## src/core/spc_pkg.sv

```systemverilog
package spc_pkg;
  // ********
  // Timing
  // ********
  localparam int CLK_NS = 100;
  localparam int SCLK_HALF_NS = 400;
  // Least time, so round up
  localparam int SCLK_HALF_CYC = (SCLK_HALF_NS + CLK_NS - 1) / CLK_NS;
  localparam int XFER_BITS = 8;
  // ********
  // Register map
  // ********
  localparam logic [7:0] OFS_CTRL = 8'h00;
  localparam logic [7:0] OFS_TXDATA = 8'h04;
  localparam logic [7:0] OFS_RXDATA = 8'h08;
  localparam logic [7:0] OFS_STATUS = 8'h0c;
  localparam logic [7:0] OFS_IRQ_ST = 8'h10;
  localparam logic [7:0] OFS_IRQ_MASK = 8'h14;
  localparam int B_SERIAL_PORT_ON = 0;
  localparam int B_MASTER_ROLE = 1;
  localparam int B_CLOCK_PHASE = 2;
  localparam int B_CLOCK_POLARITY = 3;
  localparam int B_WIRED_OR = 4;
  localparam int B_LSB_FIRST = 5;
  localparam int B_TRIGGER_MODE = 6;
  localparam int B_ZERO_FILL = 7;
  localparam logic [15:0] CTRL_RST = 16'h0000;
  localparam logic [15:0] CTRL_IMPL = 16'h00ff;
  localparam int IRQ_W = 2;
  localparam int I_TXE = 0;
  localparam int I_RXF = 1;
  localparam logic [IRQ_W-1:0] IRQ_RST = 2'h0;
  localparam int ST_TXCNT = 0;
  localparam int ST_RXCNT = 4;
  localparam int ST_BUSY = 8;
  localparam int ST_PEND = 9;

  typedef enum logic [2:0] {
    SPC_IDLE = 3'b001,
    SPC_RUN = 3'b010,
    SPC_GAP = 3'b100
  } spc_state_e;

  function automatic logic spc_out_bit(input logic [7:0] d, input logic lsb);
    return lsb ? d[0] : d[7];
  endfunction

  function automatic logic [7:0] spc_shift_out(input logic [7:0] d, input logic lsb);
    return lsb ? {1'b0, d[7:1]} : {d[6:0], 1'b0};
  endfunction

  function automatic logic [7:0] spc_shift_in(input logic [7:0] d, input logic b,
                                              input logic lsb);
    return lsb ? {b, d[7:1]} : {d[6:0], b};
  endfunction

  function automatic logic spc_mapped(input logic [7:0] a);
    return a == OFS_CTRL || a == OFS_TXDATA || a == OFS_RXDATA || a == OFS_STATUS
        || a == OFS_IRQ_ST || a == OFS_IRQ_MASK;
  endfunction
endpackage

```

## src/core/spc_link_if.sv

```systemverilog
`timescale 1ns/1ps
interface spc_link_if;
  logic serial_port_on;
  logic master_role_select;
  logic clock_phase;
  logic clock_polarity;
  logic wired_or_output;
  logic lsb_first_select;
  logic start;
  logic [7:0] tx_byte;
  logic take;
  logic done;
  logic busy;
  logic [7:0] rx_byte;
  modport ctl (output serial_port_on, master_role_select, clock_phase, clock_polarity,
               wired_or_output, lsb_first_select, start, tx_byte,
               input take, done, busy, rx_byte);
  modport eng (input serial_port_on, master_role_select, clock_phase, clock_polarity,
               wired_or_output, lsb_first_select, start, tx_byte,
               output take, done, busy, rx_byte);
endinterface

```

## src/core/spc_engine.sv

```systemverilog
`timescale 1ns/1ps
module spc_engine
  import spc_pkg::*;
#(
  parameter int HALF_CYC = SCLK_HALF_CYC
) (
  input wire logic clk_i,
  input wire logic reset_n_i,
  spc_link_if.eng lnk,
  input wire logic sclk_i,
  input wire logic ss_n_i,
  input wire logic mosi_i,
  input wire logic miso_i,
  output logic sclk_o,
  output logic sclk_oe_n_o,
  output logic ss_n_o,
  output logic ss_n_oe_n_o,
  output logic mosi_o,
  output logic mosi_oe_n_o,
  output logic miso_o,
  output logic miso_oe_n_o
);
  localparam int DW = $clog2(HALF_CYC + 1);
  localparam logic [DW-1:0] DIV_END = DW'(HALF_CYC - 1);
  wire on = lnk.serial_port_on;
  wire mst = lnk.master_role_select;
  wire cpha = lnk.clock_phase;
  wire cpol = lnk.clock_polarity;
  wire lsb = lnk.lsb_first_select;
  wire wom = lnk.wired_or_output;
  logic [3:0] sy1, sy2, sy3, filt;
  spc_state_e state;
  logic half, dbit, lvl_prev, ss_prev_n, take, done;
  logic [2:0] bitn;
  logic [7:0] txsh, rxsh, rx_byte;
  logic [DW-1:0] div;

  // ********
  // Pin synchronisers
  // ********
  // Order {miso, mosi, ss_n, sclk}; a change counts once stages two and three agree
  always_ff @(posedge clk_i or negedge reset_n_i) begin
    if (!reset_n_i) begin
      sy1 <= 4'h2;
      sy2 <= 4'h2;
      sy3 <= 4'h2;
      filt <= 4'h2;
    end else begin
      sy1 <= {miso_i, mosi_i, ss_n_i, sclk_i};
      sy2 <= sy1;
      sy3 <= sy2;
      filt <= (sy2 & sy3) | (filt & (sy2 | sy3));
    end
  end
  wire ss_f_n = filt[1];
  wire in_bit = mst ? filt[3] : filt[2];
  wire lvl = filt[0] ^ cpol;
  wire smp_edge = cpha ? (~lvl & lvl_prev) : (lvl & ~lvl_prev);
  wire drv_edge = cpha ? (lvl & ~lvl_prev) : (~lvl & lvl_prev);
  wire tick = mst && state != SPC_IDLE && div == DIV_END;
  wire [7:0] tx_next = spc_shift_out(txsh, lsb);
  wire [7:0] rx_next = spc_shift_in(rxsh, in_bit, lsb);

  always_ff @(posedge clk_i or negedge reset_n_i) begin
    if (!reset_n_i) begin
      lvl_prev <= 1'b0;
      ss_prev_n <= 1'b1;
      div <= '0;
    end else begin
      lvl_prev <= lvl;
      ss_prev_n <= ss_f_n;
      if (state == SPC_IDLE || !mst || div == DIV_END) begin
        div <= '0;
      end else begin
        div <= div + DW'(1);
      end
    end
  end

  // ********
  // Byte sequencer
  // ********
  // Master samples at the close of the second half: the input path lags by four cycles
  always_ff @(posedge clk_i or negedge reset_n_i) begin
    if (!reset_n_i) begin
      state <= SPC_IDLE;
      half <= 1'b0;
      bitn <= 3'd0;
      txsh <= 8'h00;
      rxsh <= 8'h00;
      dbit <= 1'b0;
      take <= 1'b0;
      done <= 1'b0;
      rx_byte <= 8'h00;
    end else begin
      take <= 1'b0;
      done <= 1'b0;
      if (!on) begin
        state <= SPC_IDLE;
      end else if (mst) begin
        case (state)
          SPC_IDLE: if (lnk.start) begin
            state <= SPC_RUN;
            half <= 1'b0;
            bitn <= 3'd0;
            txsh <= lnk.tx_byte;
            dbit <= spc_out_bit(lnk.tx_byte, lsb);
            take <= 1'b1;
          end
          SPC_RUN: if (tick) begin
            half <= ~half;
            if (half) begin
              rxsh <= rx_next;
              if (bitn == 3'(XFER_BITS - 1)) begin
                state <= SPC_GAP;
              end else begin
                bitn <= bitn + 3'd1;
                txsh <= tx_next;
                dbit <= spc_out_bit(tx_next, lsb);
              end
            end
          end
          SPC_GAP: if (tick) begin
            state <= SPC_IDLE;
            done <= 1'b1;
            rx_byte <= rxsh;
          end
          default: state <= SPC_IDLE;
        endcase
      end else begin
        case (state)
          SPC_IDLE: if (!ss_f_n && ss_prev_n) begin
            state <= SPC_RUN;
            bitn <= 3'd0;
            txsh <= lnk.tx_byte;
            dbit <= spc_out_bit(lnk.tx_byte, lsb);
            take <= 1'b1;
          end
          SPC_RUN: if (ss_f_n) begin
            state <= SPC_IDLE;
          end else if (smp_edge) begin
            rxsh <= rx_next;
            bitn <= bitn + 3'd1;
            if (bitn == 3'(XFER_BITS - 1)) begin
              state <= SPC_IDLE;
              done <= 1'b1;
              rx_byte <= rx_next;
            end
          end else if (drv_edge && (!cpha || bitn != 3'd0)) begin
            txsh <= tx_next;
            dbit <= spc_out_bit(tx_next, lsb);
          end
          default: state <= SPC_IDLE;
        endcase
      end
    end
  end
  assign lnk.take = take;
  assign lnk.done = done;
  assign lnk.busy = state != SPC_IDLE;
  assign lnk.rx_byte = rx_byte;

  // ********
  // Pin drivers
  // ********
  wire mst_drv = on && mst;
  wire slv_drv = on && !mst && !ss_f_n;
  always_ff @(posedge clk_i or negedge reset_n_i) begin
    if (!reset_n_i) begin
      sclk_o <= 1'b0;
      sclk_oe_n_o <= 1'b1;
      ss_n_o <= 1'b1;
      ss_n_oe_n_o <= 1'b1;
      mosi_o <= 1'b0;
      mosi_oe_n_o <= 1'b1;
      miso_o <= 1'b0;
      miso_oe_n_o <= 1'b1;
    end else begin
      sclk_oe_n_o <= !mst;
      ss_n_oe_n_o <= !mst;
      sclk_o <= cpol ^ (mst_drv && state == SPC_RUN && (cpha ? !half : half));
      ss_n_o <= !(mst_drv && state != SPC_IDLE);
      mosi_o <= dbit && !wom;
      mosi_oe_n_o <= !(mst_drv && (!wom || !dbit));
      miso_o <= dbit && !wom;
      miso_oe_n_o <= !(slv_drv && (!wom || !dbit));
    end
  end

  // ********
  // Checks
  // ********
  logic [4:0] edges;
  logic sclk_prev;
  always_ff @(posedge clk_i or negedge reset_n_i) begin
    if (!reset_n_i) begin
      edges <= 5'h00;
      sclk_prev <= 1'b0;
    end else begin
      sclk_prev <= sclk_o;
      edges <= ss_n_o ? 5'h00 : edges + 5'(sclk_o != sclk_prev);
    end
  end
endmodule

```

## src/core/spc_port.sv

```systemverilog
`timescale 1ns/1ps
// Notes on behaviour
// - Empty transmit FIFO without zero fill re-sends the last transmitted byte.
// - Empty transmit FIFO with zero fill sends an all-zero byte.
// - Trigger bit 6 set: in master mode a transmit data write requests a transfer.
// - Write-triggered mode interrupts only when the transmit FIFO becomes empty.
// - Trigger bit 6 clear: in master mode a receive data read requests a transfer.
// - Read-triggered mode interrupts only when the receive FIFO becomes full.
// - Bit 5 set shifts least significant bit first, clear most significant first.
// - Bit 4 set makes data outputs open drain, clear push-pull.
// - Bit 3 sets serial clock idle high when set, low when clear.
// - Bit 2 set pulses clock at bit start, clear at bit end.
// - Bit 1 set makes the port master driving clock and select, else slave.
// - Bit 0 switches the port on when set, off when clear.
// - Every transfer moves eight bits; master holds select for the whole byte.
module spc_port
  import spc_pkg::*;
#(
  parameter int FIFO_DEPTH = 4
) (
  input wire logic CLK_SYS_I,
  input wire logic RESET_N_I,
  input wire logic PSEL_I,
  input wire logic PENABLE_I,
  input wire logic PWRITE_I,
  input wire logic [7:0] PADDR_I,
  input wire logic [31:0] PWDATA_I,
  output logic [31:0] PRDATA_O,
  output logic PREADY_O,
  output logic PSLVERR_O,
  output logic IRQ_O,
  input wire logic SCLK_I,
  output logic SCLK_O,
  output logic SCLK_OE_N_O,
  input wire logic SS_N_I,
  output logic SS_N_O,
  output logic SS_N_OE_N_O,
  input wire logic MOSI_I,
  output logic MOSI_O,
  output logic MOSI_OE_N_O,
  input wire logic MISO_I,
  output logic MISO_O,
  output logic MISO_OE_N_O
);
  // Depth must be a power of two so that the pointers wrap by themselves
  localparam int CW = $clog2(FIFO_DEPTH + 1);
  localparam int PW = $clog2(FIFO_DEPTH);
  localparam logic [CW-1:0] FULL_CNT = CW'(FIFO_DEPTH);

  spc_link_if lnk();
  logic [15:0] ctrl;
  logic [IRQ_W-1:0] irq_st, irq_mask, next_irq_st;
  logic [7:0] tx_mem [FIFO_DEPTH];
  logic [7:0] rx_mem [FIFO_DEPTH];
  logic [PW-1:0] tx_wp, tx_rp, rx_wp, rx_rp;
  logic [CW-1:0] tx_cnt, rx_cnt, next_tx_cnt, next_rx_cnt;
  logic [7:0] last_sent;
  logic start_req, rx_rd_ok;
  logic [31:0] rdata;

  // ********
  // Bus decode
  // ********
  wire setup = PSEL_I && !PENABLE_I;
  wire access = PSEL_I && PENABLE_I && PREADY_O;
  wire wr = access && PWRITE_I;
  wire rd = access && !PWRITE_I;
  wire hit_ctrl = PADDR_I == OFS_CTRL;
  wire hit_tx = PADDR_I == OFS_TXDATA;
  wire hit_rx = PADDR_I == OFS_RXDATA;
  wire hit_ist = PADDR_I == OFS_IRQ_ST;
  wire hit_msk = PADDR_I == OFS_IRQ_MASK;

  // ********
  // Control register
  // ********
  always_ff @(posedge CLK_SYS_I or negedge RESET_N_I) begin
    if (!RESET_N_I) begin
      ctrl <= CTRL_RST;
    end else if (wr && hit_ctrl) begin
      ctrl <= PWDATA_I[15:0] & CTRL_IMPL;
    end
  end
  wire port_on = ctrl[B_SERIAL_PORT_ON];
  wire mst = ctrl[B_MASTER_ROLE];
  wire tmode = ctrl[B_TRIGGER_MODE];
  wire zfill = ctrl[B_ZERO_FILL];
  assign lnk.serial_port_on = port_on;
  assign lnk.master_role_select = mst;
  assign lnk.clock_phase = ctrl[B_CLOCK_PHASE];
  assign lnk.clock_polarity = ctrl[B_CLOCK_POLARITY];
  assign lnk.wired_or_output = ctrl[B_WIRED_OR];
  assign lnk.lsb_first_select = ctrl[B_LSB_FIRST];

  // ********
  // Transmit FIFO
  // ********
  wire tx_push = wr && hit_tx && tx_cnt != FULL_CNT;
  wire tx_pop = lnk.take && tx_cnt != '0;
  assign next_tx_cnt = tx_cnt + CW'(tx_push) - CW'(tx_pop);

  always_ff @(posedge CLK_SYS_I) begin
    if (tx_push) begin
      tx_mem[tx_wp] <= PWDATA_I[7:0];
    end
  end

  always_ff @(posedge CLK_SYS_I or negedge RESET_N_I) begin
    if (!RESET_N_I) begin
      tx_wp <= '0;
      tx_rp <= '0;
      tx_cnt <= '0;
    end else begin
      if (tx_push) begin
        tx_wp <= tx_wp + PW'(1);
      end
      if (tx_pop) begin
        tx_rp <= tx_rp + PW'(1);
      end
      tx_cnt <= next_tx_cnt;
    end
  end

  // Whatever the engine takes becomes the byte to repeat later
  always_ff @(posedge CLK_SYS_I or negedge RESET_N_I) begin
    if (!RESET_N_I) begin
      last_sent <= 8'h00;
    end else if (lnk.take) begin
      last_sent <= lnk.tx_byte;
    end
  end
  assign lnk.tx_byte = (tx_cnt != '0) ? tx_mem[tx_rp]
                     : (zfill ? 8'h00 : last_sent);

  // ********
  // Receive FIFO
  // ********
  // A byte that arrives while full is dropped, the stored ones are kept
  wire rx_push = lnk.done && rx_cnt != FULL_CNT;
  wire rx_pop = rd && hit_rx && rx_rd_ok;
  assign next_rx_cnt = rx_cnt + CW'(rx_push) - CW'(rx_pop);

  always_ff @(posedge CLK_SYS_I) begin
    if (rx_push) begin
      rx_mem[rx_wp] <= lnk.rx_byte;
    end
  end

  always_ff @(posedge CLK_SYS_I or negedge RESET_N_I) begin
    if (!RESET_N_I) begin
      rx_wp <= '0;
      rx_rp <= '0;
      rx_cnt <= '0;
    end else begin
      if (rx_push) begin
        rx_wp <= rx_wp + PW'(1);
      end
      if (rx_pop) begin
        rx_rp <= rx_rp + PW'(1);
      end
      rx_cnt <= next_rx_cnt;
    end
  end

  // ********
  // Transfer start
  // ********
  wire trig = tmode ? (wr && hit_tx) : (rd && hit_rx);
  always_ff @(posedge CLK_SYS_I or negedge RESET_N_I) begin
    if (!RESET_N_I) begin
      start_req <= 1'b0;
    end else if (!port_on || !mst) begin
      start_req <= 1'b0;
    end else if (trig) begin
      start_req <= 1'b1;
    end else if (lnk.take) begin
      start_req <= 1'b0;
    end
  end
  assign lnk.start = start_req;

  // ********
  // Interrupts
  // ********
  wire ev_txe = port_on && tmode && tx_cnt != '0 && next_tx_cnt == '0;
  wire ev_rxf = port_on && !tmode && rx_cnt != FULL_CNT && next_rx_cnt == FULL_CNT;
  wire [IRQ_W-1:0] ev = {ev_rxf, ev_txe};
  wire [IRQ_W-1:0] clr = (wr && hit_ist) ? PWDATA_I[IRQ_W-1:0] : '0;
  assign next_irq_st = (irq_st & ~clr) | ev;

  always_ff @(posedge CLK_SYS_I or negedge RESET_N_I) begin
    if (!RESET_N_I) begin
      irq_st <= IRQ_RST;
      irq_mask <= IRQ_RST;
      IRQ_O <= 1'b0;
    end else begin
      irq_st <= next_irq_st;
      if (wr && hit_msk) begin
        irq_mask <= PWDATA_I[IRQ_W-1:0];
      end
      IRQ_O <= |(irq_st & irq_mask);
    end
  end

  // ********
  // Read path and bus answer
  // ********
  always_comb begin
    rdata = 32'h0000_0000;
    if (hit_ctrl) begin
      rdata[15:0] = ctrl;
    end else if (hit_rx) begin
      rdata[7:0] = (rx_cnt != '0) ? rx_mem[rx_rp] : 8'h00;
    end else if (PADDR_I == OFS_STATUS) begin
      rdata[ST_TXCNT +: CW] = tx_cnt;
      rdata[ST_RXCNT +: CW] = rx_cnt;
      rdata[ST_BUSY] = lnk.busy;
      rdata[ST_PEND] = start_req;
    end else if (hit_ist) begin
      rdata[IRQ_W-1:0] = irq_st;
    end else if (hit_msk) begin
      rdata[IRQ_W-1:0] = irq_mask;
    end
  end

  // Read data is caught in the setup cycle, so the pop only follows a byte really shown
  always_ff @(posedge CLK_SYS_I or negedge RESET_N_I) begin
    if (!RESET_N_I) begin
      PRDATA_O <= 32'h0000_0000;
      PREADY_O <= 1'b0;
      PSLVERR_O <= 1'b0;
      rx_rd_ok <= 1'b0;
    end else begin
      PREADY_O <= setup;
      PSLVERR_O <= setup && !spc_mapped(PADDR_I);
      if (setup) begin
        PRDATA_O <= rdata;
        rx_rd_ok <= rx_cnt != '0;
      end
    end
  end

  // ********
  // Serial engine
  // ********
  spc_engine #(
    .HALF_CYC(SCLK_HALF_CYC)
  ) u_engine (
    .clk_i(CLK_SYS_I),
    .reset_n_i(RESET_N_I),
    .lnk(lnk.eng),
    .sclk_i(SCLK_I),
    .ss_n_i(SS_N_I),
    .mosi_i(MOSI_I),
    .miso_i(MISO_I),
    .sclk_o(SCLK_O),
    .sclk_oe_n_o(SCLK_OE_N_O),
    .ss_n_o(SS_N_O),
    .ss_n_oe_n_o(SS_N_OE_N_O),
    .mosi_o(MOSI_O),
    .mosi_oe_n_o(MOSI_OE_N_O),
    .miso_o(MISO_O),
    .miso_oe_n_o(MISO_OE_N_O)
  );
endmodule

```

## config.mk

```make
export PLATFORM = sky130hd
export DESIGN_NAME = spc_port
export DESIGN_NICKNAME = d
export VERILOG_FILES = /design/src/core/spc_pkg.sv /design/src/core/spc_link_if.sv /design/src/core/spc_engine.sv /design/src/core/spc_port.sv
export SDC_FILE = /design/constraint.sdc
export NUM_CORES = 1
export LEC_CHECK = 0
export ABC_AREA = 1
export ABC_CLOCK_PERIOD_IN_PS = 2200
export BUFFER_PORTS_ARGS = -buffer_cell sky130_fd_sc_hd__buf_2
export CAP_MARGIN = 0
export CORE_ASPECT_RATIO = 1.75
export CORE_MARGIN = 3
export CORE_UTILIZATION = 30
export DETAILED_ROUTE_END_ITERATION = 12
export SLEW_MARGIN = 10
export SYNTH_ARGS = -nofsm -noshare
export SYNTH_HDL_FRONTEND = slang
export SYNTH_SLANG_ARGS = --single-unit
```

## constraint.sdc

```tcl
create_clock -name CLK_SYS_I -period 2.2 [get_ports CLK_SYS_I]
set_input_delay 0.44 -clock CLK_SYS_I [delete_from_list [all_inputs] [get_ports CLK_SYS_I]]
set_output_delay 0.44 -clock CLK_SYS_I [all_outputs]
set_load 0.02 [all_outputs]
```

==> run_results.csv <==
group,metric,value,unit
synth,yosysWarnings,0,
hold_path,hold_class,"input port to flop",
synth,yosys.area.top_type,"dfrtp_1",
die,fp.dieArea,29100,µm²
global_route,grtUsageTotal,13.60,%
clock_network,cts_made_buffers,17,
place,place.detailed.hpwl,13840,µm
route,drt_iter0_markers,302,
layout,register_area,4687,µm²
clock_network,path_clk_slew,0.07,ns
timing,setup_ws,-0.02735,ns
run_status,failed_checks,"negative setup slack",
synth,synth-async-reset-ratio,63.22,%
clock_network,clock_path_buffers,2,
layout,multi_input_area,3037,µm²
route,routed_wl,18690,µm
pwr,vdd_ir_drop_max,0.6030,mV
synth,synth_area_per_cell,9.367,µm²
route,wire_per_inst,14.48,µm
synth,synth-main-ff-cell,"dfrtp_1",
route,drc_errors,0,
clock_network,htree_levels,4,
synth,synth.most_common_cell,"nand2_1",
critical_path,cp.required,2.55,ns
clock_network,root_buffer,"clkbuf_16",
global_route,grt_pass1_wl,30780,µm
layout,nets,1022,
layout,fin_util,36.59,%
layout,syn2layout_area_growth,20.06,%
timing,finalCriticalPeriod,2.227,ns
place,dp_slack,-0.3762,ns
critical_path,path_class,"flop to flop",
synth,syn_area,8103,µm²
place,gp_congestion,0.8290,
timing,tightest_slew,0.5162,ns
timing,max_freq,449.0,MHz
synth,ys_top_cells_by_count,"242 x nand2_1, 100 x dfrtp_1, 81 x nor2_1, 75 x inv_1, 65 x nand3_1",
critical_path,cp.arrival,2.58,ns
layout,final.fill_count,2665,
timing,slew_viol_final,0,
clock_network,cts_tree,"built",
pwr,p_seq_share,49.4,%
die,num_rows,79,
pwr,clkPwrFrac,45.3,%
job,maxCapViolCount,0,
die,die_w,130.2,µm
synth,syn_inst,865,
global_route,grt_max_degree,41,
synth,synth_cell_type_count,46,
timing,tns,-0.02735,ns
timing,slew_headroom,65.23,%
run_status,status,"complete, but fails checks",
synth,ys_ff_latch,174,
pwr,intPower,0.005326,W
route,vias,5975,
layout,drive_gt1_share,20.48,%
pwr,powerDensity,718.2,nW/µm²
synth,synth_top_area_share,30.88,%
global_route,first_global_vias,6110,
pwr,p_leak,4.496,nW
critical_path,cp-end-kind,"flop",
die,initial_core_util,30.47,%
pwr,p_switching,0.001660,W
timing,hold_violations,0,
synth,ys_seq_area_share,57.84,%
layout,diodes,0,
die,core,26590,µm²
timing,clock_skew,0.01447,ns
die,ios,92,
clock_network,cts_sinks,174,
timing,rsz0062_at_grt,"yes",
timing,setup-violations-final,1,
route,ant_nets,0,
place,portBuffers,45,
global_route,antenna_found_initial,0,
route,viasPerCell,4.628,
route,first_pass_iters,4,
pwr,sw_frac_of_total,23.76,%
synth,synth_enable_flop_cells,64,
timing,post-route-period-util,101.2,%
die,die_h,223.4,µm
critical_path,cp-start-kind,"flop",
clock_network,insertion_delay,0.44,ns
pwr,combPwrFrac,5.3,%
synth,synth_area_leaders,"dfrtp_1 31%, edfxtp_1 24%, nand2_1 11%",
critical_path,crit_fanout,2,
global_route,overflow,0,
placed cells by master, fill, tap and decap left out, types with 3 or more instances in the layout:
master / n
a21oi_1: 19
inv_8: 4
nor2_2: 7
xor2_1: 8
o21ai_0: 62
nand2_2: 5
dfstp_2: 10
clkbuf_16: 18
conb_1: 22
nor2_4: 4
nand3_2: 4
buf_4: 50
inv_4: 3
ha_4: 4
dfrtp_1: 100
edfxtp_1: 64
nand2_4: 3
ha_1: 13
mux2i_1: 3
nand3_1: 61
nand3_4: 3
nand4_1: 8
mux2_2: 3
buf_2: 44
inv_6: 4
inv_2: 9
inv_1: 69
nor3_1: 3
maj3_1: 4
nand2_1: 238
nor2_1: 74
o21ai_2: 8
area by class of cell:
type / count / share of cell area [%]
Clock inverter: 13 / 1.698
Clock buffer: 19 / 4.669
Sequential cell: 174 / 48.18
Inverter: 83 / 3.434
Timing Repair Buffer: 97 / 6.637
Tap cell: 324 / 4.167
Multi-Input combinational cell: 581 / 31.22
kinds of logic after synthesis:
| group | share of synthesized area [%] |
|---|---|
| fa+ha+maj | 3.613 |
| other cells | 0.04628 |
| mux | 0.7875 |
| compound gates | 6.902 |
| simple gates | 22.20 |
| buf+inv | 7.520 |
| xor+xnor | 1.081 |
| flops | 57.84 |
power groups by stage:
stage               Clock (W)  Sequential, W  Combinational (W)
global placement            0        0.00352           0.000340
floorplan                   0        0.00352           0.000215
CTS                   0.00325        0.00345           0.000363
global route          0.00340        0.00346           0.000423
finish                0.00316        0.00345           0.000373
detailed placement          0        0.00352           0.000344
timing repair:
action / in CTS / in global routing
endpoints found under the hold margin: 21 / 0
setup buffers: 5 / 5
setup endpoints to repair: 1 / 3
hold buffers: 1 / 0
gates resized for setup: 4 / 18
pin swaps: 5 / 17
layer usage:
layer | routed length (µm) | GRT usage [%] | vias to the layer above
met3 | 630 | 2.947 | 44
met2 | 10070 | 23.90 | 136
met4 | 770 | 7.349 | 0
met1 | 7223 | 14.94 | 2854
met5 | 0 | 0 | -
li1 | - | - | 2941
worst max-delay path: stages (launching register included):
cell and delay (ns):
dfrtp_1 0.38, nand3_2 0.12, nor2_2 0.11, nand3_2 0.11, nor2_4 0.16, ha_4 0.21
inv_4 0.05, ha_4 0.12, inv_2 0.04, fa_2 0.58, nand3_2 0.07, o31ai_2 0.19
path summary, 6_finish.rpt:
kind | startpoint | end | slack [ns] | depth (start not counted)
max in group asynchronous | RESET_N_I | u_engine.miso_oe_n_o | 1.13 | 3
worst min-delay path | SS_N_I | u_engine.sy1[1] | 0.10 | 1
worst max register to register | PREADY_O | irq_st[1] | -0.03 | 11
worst min register to register | u_engine.sy1[3] | u_engine.sy2[3] | 0.35 | 0
worst max-delay path | PREADY_O | irq_st[1] | -0.03 | 11
min in group asynchronous | RESET_N_I | PRDATA_O[9] | 0.49 | 2
stage by stage:
stage | total power [W] | std cells | hold slack (ns) | area [µm²]
after global routing | 0.007275 | 1291 | 0.08184 | 9728
after global placement | 0.003856 | 1248 | 0.3454 | 8919
after CTS | 0.007062 | 1286 | 0.07937 | 9600
after floorplan | 0.003731 | 886 | 0.1444 | 8250
after detailed placement | 0.003862 | 1248 | 0.3410 | 8919
final | 0.006986 | 1291 | 0.1046 | 9728
sequential cells by signal, summed over array words and instances, names as in the netlist, 3 cells and up:
register,count
tx_mem,32
ctrl,8
u_engine.txsh,8
rx_mem,32
PRDATA_O,10
u_engine.filt,4
tx_cnt,3
u_engine.div,3
rx_cnt,3
u_engine.state,3
u_engine.bitn,3
last_sent,8
u_engine.lnk.rx_byte,8
u_engine.sy1,4
u_engine.sy2,4
u_engine.rxsh,8
u_engine.sy3,4
(Power assumes the default switching activity.)
